## src/inc/qui_pkg.sv

```systemverilog
// Constants shared by the four-channel interrupt status block.
//
// Function
// - One active-low open-drain request, raised by any enabled event.
// - Two each of status, mask, masked-status and vector registers.
// - Offsets 05/15 read status; writes there load write-only masks.
// - Masked status read-only at 02 and 12; vectors at 0C and 1C.
// - Status AB 7..0: input, brkB, rxB, txB, ctr1, brkA, rxA, txA.
// - Status CD mirrors AB; bit 3 counter 2, bit 7 pins 8-11, bit 6 brkD.
// - AB bit 7 sets on enabled pin 0-3 change; low capture read clears.
// - CD bit 7 sets on enabled pin 8-11 change; high capture read clears.
// - Break bit sets on break start or end; reset command clears.
// - Channel D break bit, CD bit 6, likewise with its own command.
// - Receive bit is ready or FIFO-full, chosen by mode bit 6.
// - Ready mode: set on load, clear on pop, set again if not empty.
// - Full mode: set when a load fills the FIFO, clear on pop.
// - Full mode stays quiet with one to three characters held.
// - Transmit-ready bit copies channel status bit 2.
// - Transmit-ready clears on holding write, sets on move to shifter.
// - Transmit-ready sets on enable, clears on disable; disabled writes dropped.
// - Counter mode: ready sets at terminal count; stop clears and halts.
// - Timer mode: ready sets each wave cycle; stop clears, timer runs on.
// - Masked status is status AND mask, bit by bit.
// - Mask bit 1 enables, 0 masks; masks not readable.
`default_nettype none

package qui_pkg;
   // ----------------------------------------
   // Sizes
   // ----------------------------------------
   localparam int QUI_CHANNELS = 4;
   localparam int QUI_COUNTERS = 2;
   localparam logic [2:0] QUI_RX_DEPTH = 3'h4;
   // ----------------------------------------
   // Register offsets
   // ----------------------------------------
   localparam logic [4:0] QUI_OFF_MASKED_AB = 5'h02;
   localparam logic [4:0] QUI_OFF_STATUS_AB = 5'h05;
   localparam logic [4:0] QUI_OFF_VECTOR_AB = 5'h0c;
   localparam logic [4:0] QUI_OFF_MASKED_CD = 5'h12;
   localparam logic [4:0] QUI_OFF_STATUS_CD = 5'h15;
   localparam logic [4:0] QUI_OFF_VECTOR_CD = 5'h1c;
   // ----------------------------------------
   // Status bit positions, same in both registers
   // ----------------------------------------
   localparam int QUI_BIT_TX_LO = 0;
   localparam int QUI_BIT_RX_LO = 1;
   localparam int QUI_BIT_BRK_LO = 2;
   localparam int QUI_BIT_CTR = 3;
   localparam int QUI_BIT_TX_HI = 4;
   localparam int QUI_BIT_RX_HI = 5;
   localparam int QUI_BIT_BRK_HI = 6;
   localparam int QUI_BIT_INPUT = 7;
   // ----------------------------------------
   // Reset values
   // ----------------------------------------
   localparam logic [7:0] QUI_MASK_RESET = 8'h00;
   localparam logic [7:0] QUI_VECTOR_RESET = 8'h00;
   localparam logic [7:0] QUI_READ_IDLE = 8'h00;
endpackage : qui_pkg

`default_nettype wire

```

## src/inc/qui_chan_if.sv

```systemverilog
// Per-channel event and status bundle between the top and a channel slice.
`default_nettype none

interface qui_chan_if;
   logic rx_full_mode;
   logic rx_load;
   logic rx_pop;
   logic tx_enable_cmd;
   logic tx_disable_cmd;
   logic tx_hold_write;
   logic tx_to_shift;
   logic break_edge;
   logic break_clear;
   logic rx_bit;
   logic tx_bit;
   logic break_bit;
   logic tx_write_taken;
   modport ctl (
      output rx_full_mode, rx_load, rx_pop, tx_enable_cmd, tx_disable_cmd,
      output tx_hold_write, tx_to_shift, break_edge, break_clear,
      input rx_bit, tx_bit, break_bit, tx_write_taken
   );
   modport chan (
      input rx_full_mode, rx_load, rx_pop, tx_enable_cmd, tx_disable_cmd,
      input tx_hold_write, tx_to_shift, break_edge, break_clear,
      output rx_bit, tx_bit, break_bit, tx_write_taken
   );
endinterface : qui_chan_if

`default_nettype wire

```

## src/rtl/qui_chan_status.sv

```systemverilog
// One channel's receive, transmit-ready and break-change status bits.
`default_nettype none

module qui_chan_status
   import qui_pkg::*;
(
   // Clock and reset
   input wire logic clk,
   input wire logic srst,
   // Channel bundle
   qui_chan_if.chan bus
);
   logic [2:0] rx_count;
   logic [2:0] next_rx_count;
   logic load_ok;
   logic pop_ok;
   logic tx_enabled;

   // Occupancy of the holding FIFO; a load into a full FIFO waits upstream
   assign load_ok = bus.rx_load && ((rx_count != QUI_RX_DEPTH) || bus.rx_pop);
   assign pop_ok = bus.rx_pop && (rx_count != 3'h0);
   assign next_rx_count = 3'(rx_count + {2'h0, load_ok} - {2'h0, pop_ok});
   assign bus.tx_write_taken = bus.tx_hold_write && tx_enabled;

   always_ff @(posedge clk) begin
      if (srst) rx_count <= 3'h0;
      else rx_count <= next_rx_count;
   end

   // Receive bit; a load in the pop cycle wins so no character goes unflagged
   always_ff @(posedge clk) begin
      if (srst) begin
         bus.rx_bit <= 1'b0;
      end else if (load_ok && (!bus.rx_full_mode || next_rx_count == QUI_RX_DEPTH)) begin
         bus.rx_bit <= 1'b1;
      end else if (pop_ok) begin
         bus.rx_bit <= 1'b0;
      end else if (!bus.rx_full_mode && rx_count != 3'h0) begin
         bus.rx_bit <= 1'b1;
      end
   end

   // Transmitter enable and holding-register empty flag
   always_ff @(posedge clk) begin
      if (srst) begin
         tx_enabled <= 1'b0;
         bus.tx_bit <= 1'b0;
      end else if (bus.tx_disable_cmd) begin
         tx_enabled <= 1'b0;
         bus.tx_bit <= 1'b0;
      end else if (bus.tx_enable_cmd && !tx_enabled) begin
         tx_enabled <= 1'b1;
         bus.tx_bit <= 1'b1;
      end else if (tx_enabled && bus.tx_to_shift) begin
         bus.tx_bit <= 1'b1;
      end else if (bus.tx_write_taken) begin
         bus.tx_bit <= 1'b0;
      end
   end

   // Break change is sticky; an edge in the clear cycle wins
   always_ff @(posedge clk) begin
      if (srst) bus.break_bit <= 1'b0;
      else if (bus.break_edge) bus.break_bit <= 1'b1;
      else if (bus.break_clear) bus.break_bit <= 1'b0;
   end
endmodule : qui_chan_status

`default_nettype wire

```

## src/rtl/qui_ctr_status.sv

```systemverilog
// Counter/timer ready flag and run state for one counter/timer.
`default_nettype none

module qui_ctr_status
   import qui_pkg::*;
(
   // Clock and reset
   input wire logic clk,
   input wire logic srst,
   // Counter events
   input wire logic timer_mode,
   input wire logic start_cmd,
   input wire logic stop_cmd,
   input wire logic terminal_count,
   input wire logic wave_cycle,
   // Status
   output logic ready,
   output logic running
);
   // Ready flag; a new event in the stop cycle is kept
   always_ff @(posedge clk) begin
      if (srst) ready <= 1'b0;
      else if (timer_mode ? wave_cycle : terminal_count) ready <= 1'b1;
      else if (stop_cmd) ready <= 1'b0;
   end

   // Stop halts only a counter; a timer keeps generating its wave
   always_ff @(posedge clk) begin
      if (srst) running <= 1'b0;
      else if (start_cmd) running <= 1'b1;
      else if (stop_cmd && !timer_mode) running <= 1'b0;
   end
endmodule : qui_ctr_status

`default_nettype wire

```

## src/rtl/qui_top.sv

```systemverilog
// Interrupt status, mask, masked-status and vector registers.
`default_nettype none

module qui_top
   import qui_pkg::*;
(
   // Clock and reset
   input wire logic clk,
   input wire logic srst,
   // Host register port
   input wire logic [4:0] bus_addr,
   input wire logic bus_rd,
   input wire logic bus_wr,
   input wire logic [7:0] bus_wdata,
   output logic [7:0] bus_rdata,
   // Open-drain interrupt request pin
   output logic irq_request_n_out,
   output logic irq_request_n_oe_n,
   // Receiver events, one bit per channel A..D
   input wire logic [3:0] rx_full_mode,
   input wire logic [3:0] rx_load,
   input wire logic [3:0] rx_pop,
   // Transmitter events
   input wire logic [3:0] tx_enable_cmd,
   input wire logic [3:0] tx_disable_cmd,
   input wire logic [3:0] tx_hold_write,
   input wire logic [3:0] tx_to_shift,
   // Break events and reset-break-change commands
   input wire logic [3:0] break_edge,
   input wire logic [3:0] break_change_clear,
   // Channel status copies
   output logic [3:0] tx_hold_empty,
   output logic [3:0] tx_write_taken,
   // Counter/timer 1 and 2
   input wire logic [1:0] ctr_timer_mode,
   input wire logic [1:0] ctr_start_cmd,
   input wire logic [1:0] ctr_stop_cmd,
   input wire logic [1:0] ctr_terminal,
   input wire logic [1:0] timer_wave_cycle,
   output logic [1:0] ctr_running,
   // Input port pins 0-3 in bits 3:0, pins 8-11 in bits 7:4
   input wire logic [7:0] ip_pin,
   input wire logic [3:0] aux_control_low,
   input wire logic [3:0] aux_control_high,
   input wire logic input_change_capture_low_read,
   input wire logic input_change_capture_high_read
);
   // ----------------------------------------
   // Declarations
   // ----------------------------------------
   logic [7:0] irq_enable_ab;
   logic [7:0] irq_enable_cd;
   logic [7:0] irq_vector_ab;
   logic [7:0] irq_vector_cd;
   logic [7:0] irq_status_ab;
   logic [7:0] irq_status_cd;
   logic [7:0] masked_irq_status_ab;
   logic [7:0] masked_irq_status_cd;
   logic [7:0] next_rdata;
   logic [3:0] rx_bit;
   logic [3:0] tx_bit;
   logic [3:0] break_bit;
   logic [1:0] ctr_ready;
   logic [7:0] ip_meta;
   logic [7:0] ip_sync;
   logic [7:0] ip_prev;
   logic ip_primed;
   logic [7:0] ip_delta;
   logic input_change_low;
   logic input_change_high;
   logic wr_status_ab;
   logic wr_status_cd;
   logic wr_vector_ab;
   logic wr_vector_cd;

   // ----------------------------------------
   // Channel slices
   // ----------------------------------------
   qui_chan_if chan_bus [QUI_CHANNELS] ();

   // One slice per channel
   generate
      for (genvar g = 0; g < QUI_CHANNELS; g++) begin : g_chan
         assign chan_bus[g].rx_full_mode = rx_full_mode[g];
         assign chan_bus[g].rx_load = rx_load[g];
         assign chan_bus[g].rx_pop = rx_pop[g];
         assign chan_bus[g].tx_enable_cmd = tx_enable_cmd[g];
         assign chan_bus[g].tx_disable_cmd = tx_disable_cmd[g];
         assign chan_bus[g].tx_hold_write = tx_hold_write[g];
         assign chan_bus[g].tx_to_shift = tx_to_shift[g];
         assign chan_bus[g].break_edge = break_edge[g];
         assign chan_bus[g].break_clear = break_change_clear[g];
         assign rx_bit[g] = chan_bus[g].rx_bit;
         assign tx_bit[g] = chan_bus[g].tx_bit;
         assign break_bit[g] = chan_bus[g].break_bit;
         assign tx_write_taken[g] = chan_bus[g].tx_write_taken;

         qui_chan_status u_chan (
            .clk (clk),
            .srst (srst),
            .bus (chan_bus[g].chan)
         );
      end
   endgenerate

   // Channel status bit 2 and the interrupt bit are one flop
   assign tx_hold_empty = tx_bit;

   // ----------------------------------------
   // Counter/timer slices
   // ----------------------------------------
   generate
      for (genvar c = 0; c < QUI_COUNTERS; c++) begin : g_ctr
         qui_ctr_status u_ctr (
            .clk (clk),
            .srst (srst),
            .timer_mode (ctr_timer_mode[c]),
            .start_cmd (ctr_start_cmd[c]),
            .stop_cmd (ctr_stop_cmd[c]),
            .terminal_count (ctr_terminal[c]),
            .wave_cycle (timer_wave_cycle[c]),
            .ready (ctr_ready[c]),
            .running (ctr_running[c])
         );
      end
   endgenerate

   // ----------------------------------------
   // Input port change detection
   // ----------------------------------------
   // Pins are asynchronous; two flops before anything looks at them
   always_ff @(posedge clk) begin
      if (srst) begin
         ip_meta <= 8'h00;
         ip_sync <= 8'h00;
      end else begin
         ip_meta <= ip_pin;
         ip_sync <= ip_meta;
      end
   end

   // Previous sample; only the first cycle after reset is masked, so a pin high out of reset counts as a change
   always_ff @(posedge clk) begin
      if (srst) begin
         ip_prev <= 8'h00;
         ip_primed <= 1'b0;
      end else begin
         ip_prev <= ip_sync;
         ip_primed <= 1'b1;
      end
   end

   // Only pins selected in the aux control nibbles count
   assign ip_delta = (ip_sync ^ ip_prev) & {aux_control_high, aux_control_low}
                     & {8{ip_primed}};

   // Sticky change flags; a change in the capture-read cycle is kept
   always_ff @(posedge clk) begin
      if (srst) input_change_low <= 1'b0;
      else if (|ip_delta[3:0]) input_change_low <= 1'b1;
      else if (input_change_capture_low_read) input_change_low <= 1'b0;
   end

   always_ff @(posedge clk) begin
      if (srst) input_change_high <= 1'b0;
      else if (|ip_delta[7:4]) input_change_high <= 1'b1;
      else if (input_change_capture_high_read) input_change_high <= 1'b0;
   end

   // ----------------------------------------
   // Status assembly
   // ----------------------------------------
   // Both registers share one layout
   always_comb begin
      irq_status_ab = 8'h00;
      irq_status_ab[QUI_BIT_TX_LO] = tx_bit[0];
      irq_status_ab[QUI_BIT_RX_LO] = rx_bit[0];
      irq_status_ab[QUI_BIT_BRK_LO] = break_bit[0];
      irq_status_ab[QUI_BIT_CTR] = ctr_ready[0];
      irq_status_ab[QUI_BIT_TX_HI] = tx_bit[1];
      irq_status_ab[QUI_BIT_RX_HI] = rx_bit[1];
      irq_status_ab[QUI_BIT_BRK_HI] = break_bit[1];
      irq_status_ab[QUI_BIT_INPUT] = input_change_low;
   end

   always_comb begin
      irq_status_cd = 8'h00;
      irq_status_cd[QUI_BIT_TX_LO] = tx_bit[2];
      irq_status_cd[QUI_BIT_RX_LO] = rx_bit[2];
      irq_status_cd[QUI_BIT_BRK_LO] = break_bit[2];
      irq_status_cd[QUI_BIT_CTR] = ctr_ready[1];
      irq_status_cd[QUI_BIT_TX_HI] = tx_bit[3];
      irq_status_cd[QUI_BIT_RX_HI] = rx_bit[3];
      irq_status_cd[QUI_BIT_BRK_HI] = break_bit[3];
      irq_status_cd[QUI_BIT_INPUT] = input_change_high;
   end

   // Status bits rise whatever the mask says; the masked views spare software the AND
   assign masked_irq_status_ab = irq_status_ab & irq_enable_ab;
   assign masked_irq_status_cd = irq_status_cd & irq_enable_cd;

   // ----------------------------------------
   // Register writes
   // ----------------------------------------
   assign wr_status_ab = bus_wr && (bus_addr == QUI_OFF_STATUS_AB);
   assign wr_status_cd = bus_wr && (bus_addr == QUI_OFF_STATUS_CD);
   assign wr_vector_ab = bus_wr && (bus_addr == QUI_OFF_VECTOR_AB);
   assign wr_vector_cd = bus_wr && (bus_addr == QUI_OFF_VECTOR_CD);

   // Masks are write-only; a write at the status offset lands here
   always_ff @(posedge clk) begin
      if (srst) begin
         irq_enable_ab <= QUI_MASK_RESET;
         irq_enable_cd <= QUI_MASK_RESET;
      end else begin
         if (wr_status_ab) irq_enable_ab <= bus_wdata;
         if (wr_status_cd) irq_enable_cd <= bus_wdata;
      end
   end

   // Vectors are not driven out on acknowledge here, so they are plain storage
   always_ff @(posedge clk) begin
      if (srst) begin
         irq_vector_ab <= QUI_VECTOR_RESET;
         irq_vector_cd <= QUI_VECTOR_RESET;
      end else begin
         if (wr_vector_ab) irq_vector_ab <= bus_wdata;
         if (wr_vector_cd) irq_vector_cd <= bus_wdata;
      end
   end

   // ----------------------------------------
   // Register reads
   // ----------------------------------------
   // Read decode; unmapped offsets read zero
   always_comb begin
      case (bus_addr)
         QUI_OFF_MASKED_AB: next_rdata = masked_irq_status_ab;
         QUI_OFF_STATUS_AB: next_rdata = irq_status_ab;
         QUI_OFF_VECTOR_AB: next_rdata = irq_vector_ab;
         QUI_OFF_MASKED_CD: next_rdata = masked_irq_status_cd;
         QUI_OFF_STATUS_CD: next_rdata = irq_status_cd;
         QUI_OFF_VECTOR_CD: next_rdata = irq_vector_cd;
         default: next_rdata = QUI_READ_IDLE;
      endcase
   end

   // Read data holds until the next read
   always_ff @(posedge clk) begin
      if (srst) bus_rdata <= QUI_READ_IDLE;
      else if (bus_rd) bus_rdata <= next_rdata;
   end

   // ----------------------------------------
   // Interrupt request pin
   // ----------------------------------------
   // Open drain: data always low, only the enable moves
   assign irq_request_n_out = 1'b0;

   // Registered so the pin never glitches while status bits settle
   always_ff @(posedge clk) begin
      if (srst) irq_request_n_oe_n <= 1'b1;
      else irq_request_n_oe_n <= ~(|masked_irq_status_ab | |masked_irq_status_cd);
   end
endmodule : qui_top

`default_nettype wire

```

## config.mk

```make
export PLATFORM = sky130hd
export DESIGN_NAME = qui_top
export DESIGN_NICKNAME = d
export VERILOG_FILES = /design/src/inc/qui_pkg.sv /design/src/inc/qui_chan_if.sv /design/src/rtl/qui_chan_status.sv /design/src/rtl/qui_ctr_status.sv /design/src/rtl/qui_top.sv
export SDC_FILE = /design/constraint.sdc
export NUM_CORES = 1
export LEC_CHECK = 0
export BUFFER_PORTS_ARGS = -buffer_cell sky130_fd_sc_hd__buf_2
export CORE_UTILIZATION = 45
export CTS_BUF_LIST = sky130_fd_sc_hd__clkbuf_16
export CTS_CLUSTER_DIAMETER = 40
export DETAILED_ROUTE_END_ITERATION = 10
export PLACE_DENSITY = 0.68
export SLEW_MARGIN = 15
export SYNTH_ARGS = -nofsm -noshare
export SYNTH_HDL_FRONTEND = slang
export SYNTH_SLANG_ARGS = --single-unit
```

## constraint.sdc

```tcl
create_clock -name clk -period 4.2 [get_ports clk]
set_clock_uncertainty 0.1 [all_clocks]
set_input_delay 0.84 -clock clk [delete_from_list [all_inputs] [get_ports clk]]
set_output_delay 0.84 -clock clk [all_outputs]
set_load 0.1 [all_outputs]
```

# Word-level counts from Yosys, hierarchy flattened
# Cells that the tools add are included.
# op_classes
n_reduce_logical,82
eq_ne,14
add_sub_neg,8
n_bitwise,7
muxes,48
# op_table
op,n
one-hot mux 8 bit (6 select lines),1
two-way mux 1 bit,47
nonzero test 3 bit,12
logical AND 1 bit,34
AND 8 bit,4
nonzero test 2 bit,10
OR reduction 8 bit,2
"== test 5 bit, second input constant",3
adder 3 x 1 -> 3 bit,4
"== test 3 bit, second input constant",4
"!= test 3 bit, second input constant",4
subtractor 3 x 1 -> 3 bit,4
zero test 1 bit,10
logical OR 1 bit,8
OR reduction 2 bit,4
OR reduction 4 bit,2
XOR 8 bit,1
"== test 5 x 2 -> 1 bit, second input constant",1
"== test 5 x 3 -> 1 bit, second input constant",1
"== test 5 x 4 -> 1 bit, second input constant",1
inverter 1 bit,1
OR 1 bit,1
# totals
wordCells,195
inputBits,81
out_inout_bits,20
register_bits,100

# Longest topological paths before layout
# depth
word_depth,9
ltp_mapped,10
ltp_nobuf,10

# Cells and area by module
# Synthesis repeated with hierarchy kept, for this count alone.
# hier_totals
cells_unflattened,496
area_unflattened_um2,4481.8
# by_module_without_submodules
module,seq_area_each_um2,n_inst,area_per_inst_um2,cells_per_inst
qui_top,1361.3,1,2896.5,324
qui_chan_status at g_chan[0].u_chan ...,140.1,3,356.6,39
qui_chan_status at g_chan[3].u_chan,140.1,1,362.8,39
qui_ctr_status,40.0,2,76.3,8

# Least setup slack after synthesis
# Ideal clock, no wire load.
# synth_timing
path_kind,input to register
from,input rx_pop[3]
to,register g_chan[3].u_chan.bus.rx_bit
path_stages,9
required_time_ns,4.035
setup_ns,0.065
path_slack_ns,1.666
t_arrival_ns,2.369
path_buffers,0
path_cell_list,o31a_1 -> ha_1 -> inv_1 -> ha_1 -> fa_1 -> xor3_1 -> o31ai_1 -> a21oi_1 -> nor2_1
# synth_between
elab_chain_cells,8
word_cells_on_any_way,11
cone_classes,2 x add/sub; 1 x eq/ne; 2 x mux; 6 x reduce/logical
# synth_lines
element,line_no,rtl
"start, declared",qui_top.sv:22,"input wire logic [3:0] rx_pop,"
logical OR 1 bit,qui_chan_status.sv:20,assign load_ok = bus.rx_load && ((rx_count != QUI_RX_DEPTH) || bus.rx_pop);
logical AND 1 bit,qui_chan_status.sv:20,
adder 3 x 1 -> 3 bit,qui_chan_status.sv:22,"assign next_rx_count = 3'(rx_count + {2'h0, load_ok} - {2'h0, pop_ok});"
subtractor 3 x 1 -> 3 bit,qui_chan_status.sv:22,
== test 3 bit,qui_chan_status.sv:34,end else if (load_ok && (!bus.rx_full_mode || next_rx_count == QUI_RX_DEPTH)) begin
logical OR 1 bit,qui_chan_status.sv:34,
logical AND 1 bit,qui_chan_status.sv:34,
nonzero test 3 bit (no source line) / two-way mux 1 bit (equally long branches),--,
"end signal, assigned",qui_chan_status.sv:33,bus.rx_bit <= 1'b0;
"end signal, assigned",qui_chan_status.sv:35,bus.rx_bit <= 1'b1;
"end signal, assigned",qui_chan_status.sv:37,bus.rx_bit <= 1'b0;
"end, declared",qui_chan_if.sv:26,"output rx_bit, tx_bit, break_bit, tx_write_taken"
# Parallel ways exist; a longest one is shown, timed or not.
# A chain may end at the register's enable or synchronous reset.

# Worst setup path after layout
# layout_timing
from,input bus_addr[0]
to,register bus_rdata[5]
# layout_between
elab_chain_cells,2
word_cells_on_any_way,7
cone_classes,6 x eq/ne; 1 x mux
# layout_lines
element,line_no,rtl
"start, declared",qui_top.sv:11,"input wire logic [4:0] bus_addr,"
== test 5 bit (tied with other cells),qui_top.sv:237,case (bus_addr)
one-hot mux 8 bit (6 select lines) *,qui_top.sv:237,
"end signal, assigned",qui_top.sv:251,else if (bus_rd) bus_rdata <= next_rdata;
"end, declared",qui_top.sv:15,"output logic [7:0] bus_rdata,"
# Mark *: on every way between the ends. The rest lies on a longest branch, timed or not.

==> impl_metrics.py <==
metrics = {
    "min_path": {
        "min_path_type": "reg2reg",
        "hold_depth": 1,
        "min_from": "ip_meta[4]$_SDFF_PP0_",
    },
    "cells_and_area": {
        "diodes": 0,
        "layout-drive-gt1-share_pct": 22.0,
        "layout_common_cells": "100 x dfxtp_1, 99 x buf_2, 56 x nor2_1",
        "fin_cells": 688,
        "area_growth_pct": 17.6,
        "layout.nets": 643,
        "layout_commonest_cell": "dfxtp_1",
    },
    "route": {
        "wl_per_cell_um": 15.0,
        "dr.first_iter.drc_count": 149,
        "wl_met3_um": 703,
        "vias": 3621,
        "routed_via_density": 5.26,
        "wirelength_met1_um": 4530,
        "drcViolationCount": 0,
        "met2_length_um": 4880,
        "wl_um": 10300,
        "ant_nets": 0,
        "top_layer_used": "met5",
        "drt_pre_antenna_iters": 5,
    },
    "power_and_ir_drop": {
        "p_switching_mw": 0.758,
        "ir_worst_vdd_uv": 291,
        "powerDensity_nw_per_um2": 474,
        "power_frac_seq_pct": 45.1,
        "pwr-share-comb_pct": 23.7,
        "clkPwrFrac_pct": 31.2,
        "p_leak_nw": 2.23,
        "internal-power_mw": 1.74,
        "p_sw_share_pct": 30.3,
    },
    "floorplanning": {
        "die_area_um2": 10400,
        "start_util_pct": 46.0,
        "die_w_um": 102,
        "ios": 101,
        "die_y_um": 102,
        "core_um2": 9730,
        "core.rowCount": 36,
    },
    "sta": {
        "fin_tns_setup_ns": 0,
        "finalHoldViolCount": 0,
        "finalSetupViolCount": 0,
        "rsz0062_at_grt": "no",
        "period_needed_ns": 2.50,
        "worst_slew_pin_slew_ns": 0.990,
        "report.final.slew_viol_count": 0,
        "max_freq_mhz": 400,
        "min_period_over_period_pct": 59.5,
        "relSlewSlack_pct": 33.8,
    },
    "global_routing": {
        "track_usage_pct": 20.9,
        "first_global_vias": 3374,
        "grt_pass1_wl_um": 16500,
        "grt_max_degree": 38,
        "overflow": 0,
        "grt_antenna_before_repair": 1,
    },
    "logic_synthesis": {
        "syn_area_per_cell_um2": 9.55,
        "syn_inst": 469,
        "yosysSeqAreaShare_pct": 44.7,
        "async_flop_share_pct": 0,
        "synthTopCellsByArea": "dfxtp_1 45%, mux2i_1 7.6%, nor2b_1 6.3%",
        "synth-edff-count": 0,
        "syn_nets": 562,
        "yosys_warnings": 0,
        "syn-cell-area_um2": 4480,
        "ys_types": 53,
        "synth_top_flop_cell": "dfxtp_1",
        "synth_top_area_share_pct": 44.7,
        "ys_ff_latch": 100,
        "synth_area_leader_cell": "dfxtp_1",
    },
    "clock_network": {
        "cts_hold_buf": 0,
        "clkLatencyLatePin_ns": 0.34,
        "cts_tree": "yes",
        "cts.clk_slew.worst_paths_ns": 0.07,
        "htree_levels": 3,
        "root_buffer": "clkbuf_16",
        "cts_resized": 0,
        "cts_sinks": 100,
        "postCtsSetupRepairBufs": 0,
        "clk_path_buf_depth": 2,
        "cts-buffers-inserted": 9,
    },
    "placement": {
        "hpwl_um": 7660,
        "port_buffers": 99,
        "dp.cells": 672,
        "place_congestion": 0.896,
    },
    "worst_setup_path": {
        "critPathKind": "in2reg",
        "endpoint_kind": "flip-flop",
        "ff2ff_path_depth": 9,
        "required_ns": 4.34,
        "critical_path.max_fanout": 12,
        "startpoint": "bus_addr[0]",
        "reg2reg_from": "g_chan[3].u_chan.rx_count[1]$_SDFF_PP0_",
        "worst_ep_arrival_time_ns": 2.65,
        "cp-start-kind": "primary input",
    },
    "flow_run": {
        "max_cap_viol_count": 0,
    },
    "status": {
        "status": "finished clean",
    },
}
## layer usage
layer | GRT usage (%) | up-vias
met5 | 0 | -
met3 | 5.66 | 25
met4 | 6.58 | 2
li1 | - | 1778
met2 | 34.8 | 126
met1 | 26.4 | 1690
## synthesized netlist by cell type, types with 7 or more instances
library cell / n
dfxtp_1: 100
nor2_1: 56
nor2b_1: 45
mux2i_1: 34
inv_1: 30
a21oi_1: 22
buf_4: 14
clkbuf_1: 13
nor3_1: 12
o21ai_0: 12
a22oi_1: 9
and3_1: 9
a22o_1: 8
ha_1: 8
nand2_1: 8
xor2_1: 8
nand2b_1: 7
## critical path: stages
cell	delay (ns)
buf_2	0.14
nor4b_2	0.87
o2bb2ai_1	0.41
nor2_1	0.12
a311oi_1	0.27
## through the flow
stage	area (µm²)	worst slack (ns)	util, %	hold slack, ns	power (mW)
global route	5270	1.52	54.1	0.355	2.65
floorplan	4480	1.67	-	0.314	1.58
global placement	4980	1.47	51.2	0.317	1.70
finish	5270	1.70	54.1	0.342	2.50
CTS	5270	1.76	54.1	0.349	2.52
detailed placement	4980	1.41	51.2	0.327	1.74
## final timing paths
kind	endpoint	slack [ns]
setup reg to reg	g_chan[3].u_chan.bus.rx_bit$_SDFFE_PP0P_	1.81
hold / removal	ip_sync[4]$_SDFF_PP0_	0.34
setup / recovery	bus_rdata[5]$_SDFFE_PP0P_	1.70
hold reg to reg	ip_sync[4]$_SDFF_PP0_	0.34
## state kept, by name (all words and copies together), names as in the netlist
register	cells
g_chan.u_chan.bus.break_bit	4
irq_enable_cd	8
g_chan.u_chan.tx_enabled	4
g_ctr.u_ctr.ready	2
g_ctr.u_ctr.running	2
g_chan.u_chan.bus.rx_bit	4
irq_request_n_oe_n	1
input_change_low	1
ip_prev	8
g_chan.u_chan.rx_count	12
input_change_high	1
irq_vector_ab	8
ip_meta	8
g_chan.u_chan.bus.tx_bit	4
ip_primed	1
irq_vector_cd	8
irq_enable_ab	8
bus_rdata	8
ip_sync	8
## layout make-up
type | count | area, µm²
fillers | 929 | 4460
multi-input cells | 307 | 2180
flip-flops and latches | 100 | 2000
repair buffers | 102 | 518
clock buffers | 9 | 225
well taps | 133 | 166
inverters | 30 | 113
clock inverters | 7 | 57.6
## power groups by stage
stage	sequential, mW	clock (mW)	combinational, mW
2_1_floorplan	1.12	0	0.464
3_5_place_dp	1.15	0	0.592
5_1_grt	1.14	0.845	0.670
4_1_cts	1.12	0.798	0.596
6_report	1.13	0.781	0.592
3_3_place_gp	1.14	0	0.564
## logic make-up after synthesis
| kind of cell | count (synthesis) | share of synthesized area (%) |
|---|---|---|
| AOI/OAI and AO/OA | 91 | 14.8 |
| xor gates and xnor gates | 13 | 3.83 |
| adders and majority gates | 12 | 4.02 |
| buffers and inverters | 62 | 6.51 |
| DFF | 100 | 44.7 |
| muxes | 34 | 7.60 |
| other | 1 | 0.0837 |
| and+or+nand+nor | 156 | 18.5 |
No activity file was read; power rests on OpenSTA's default activity.
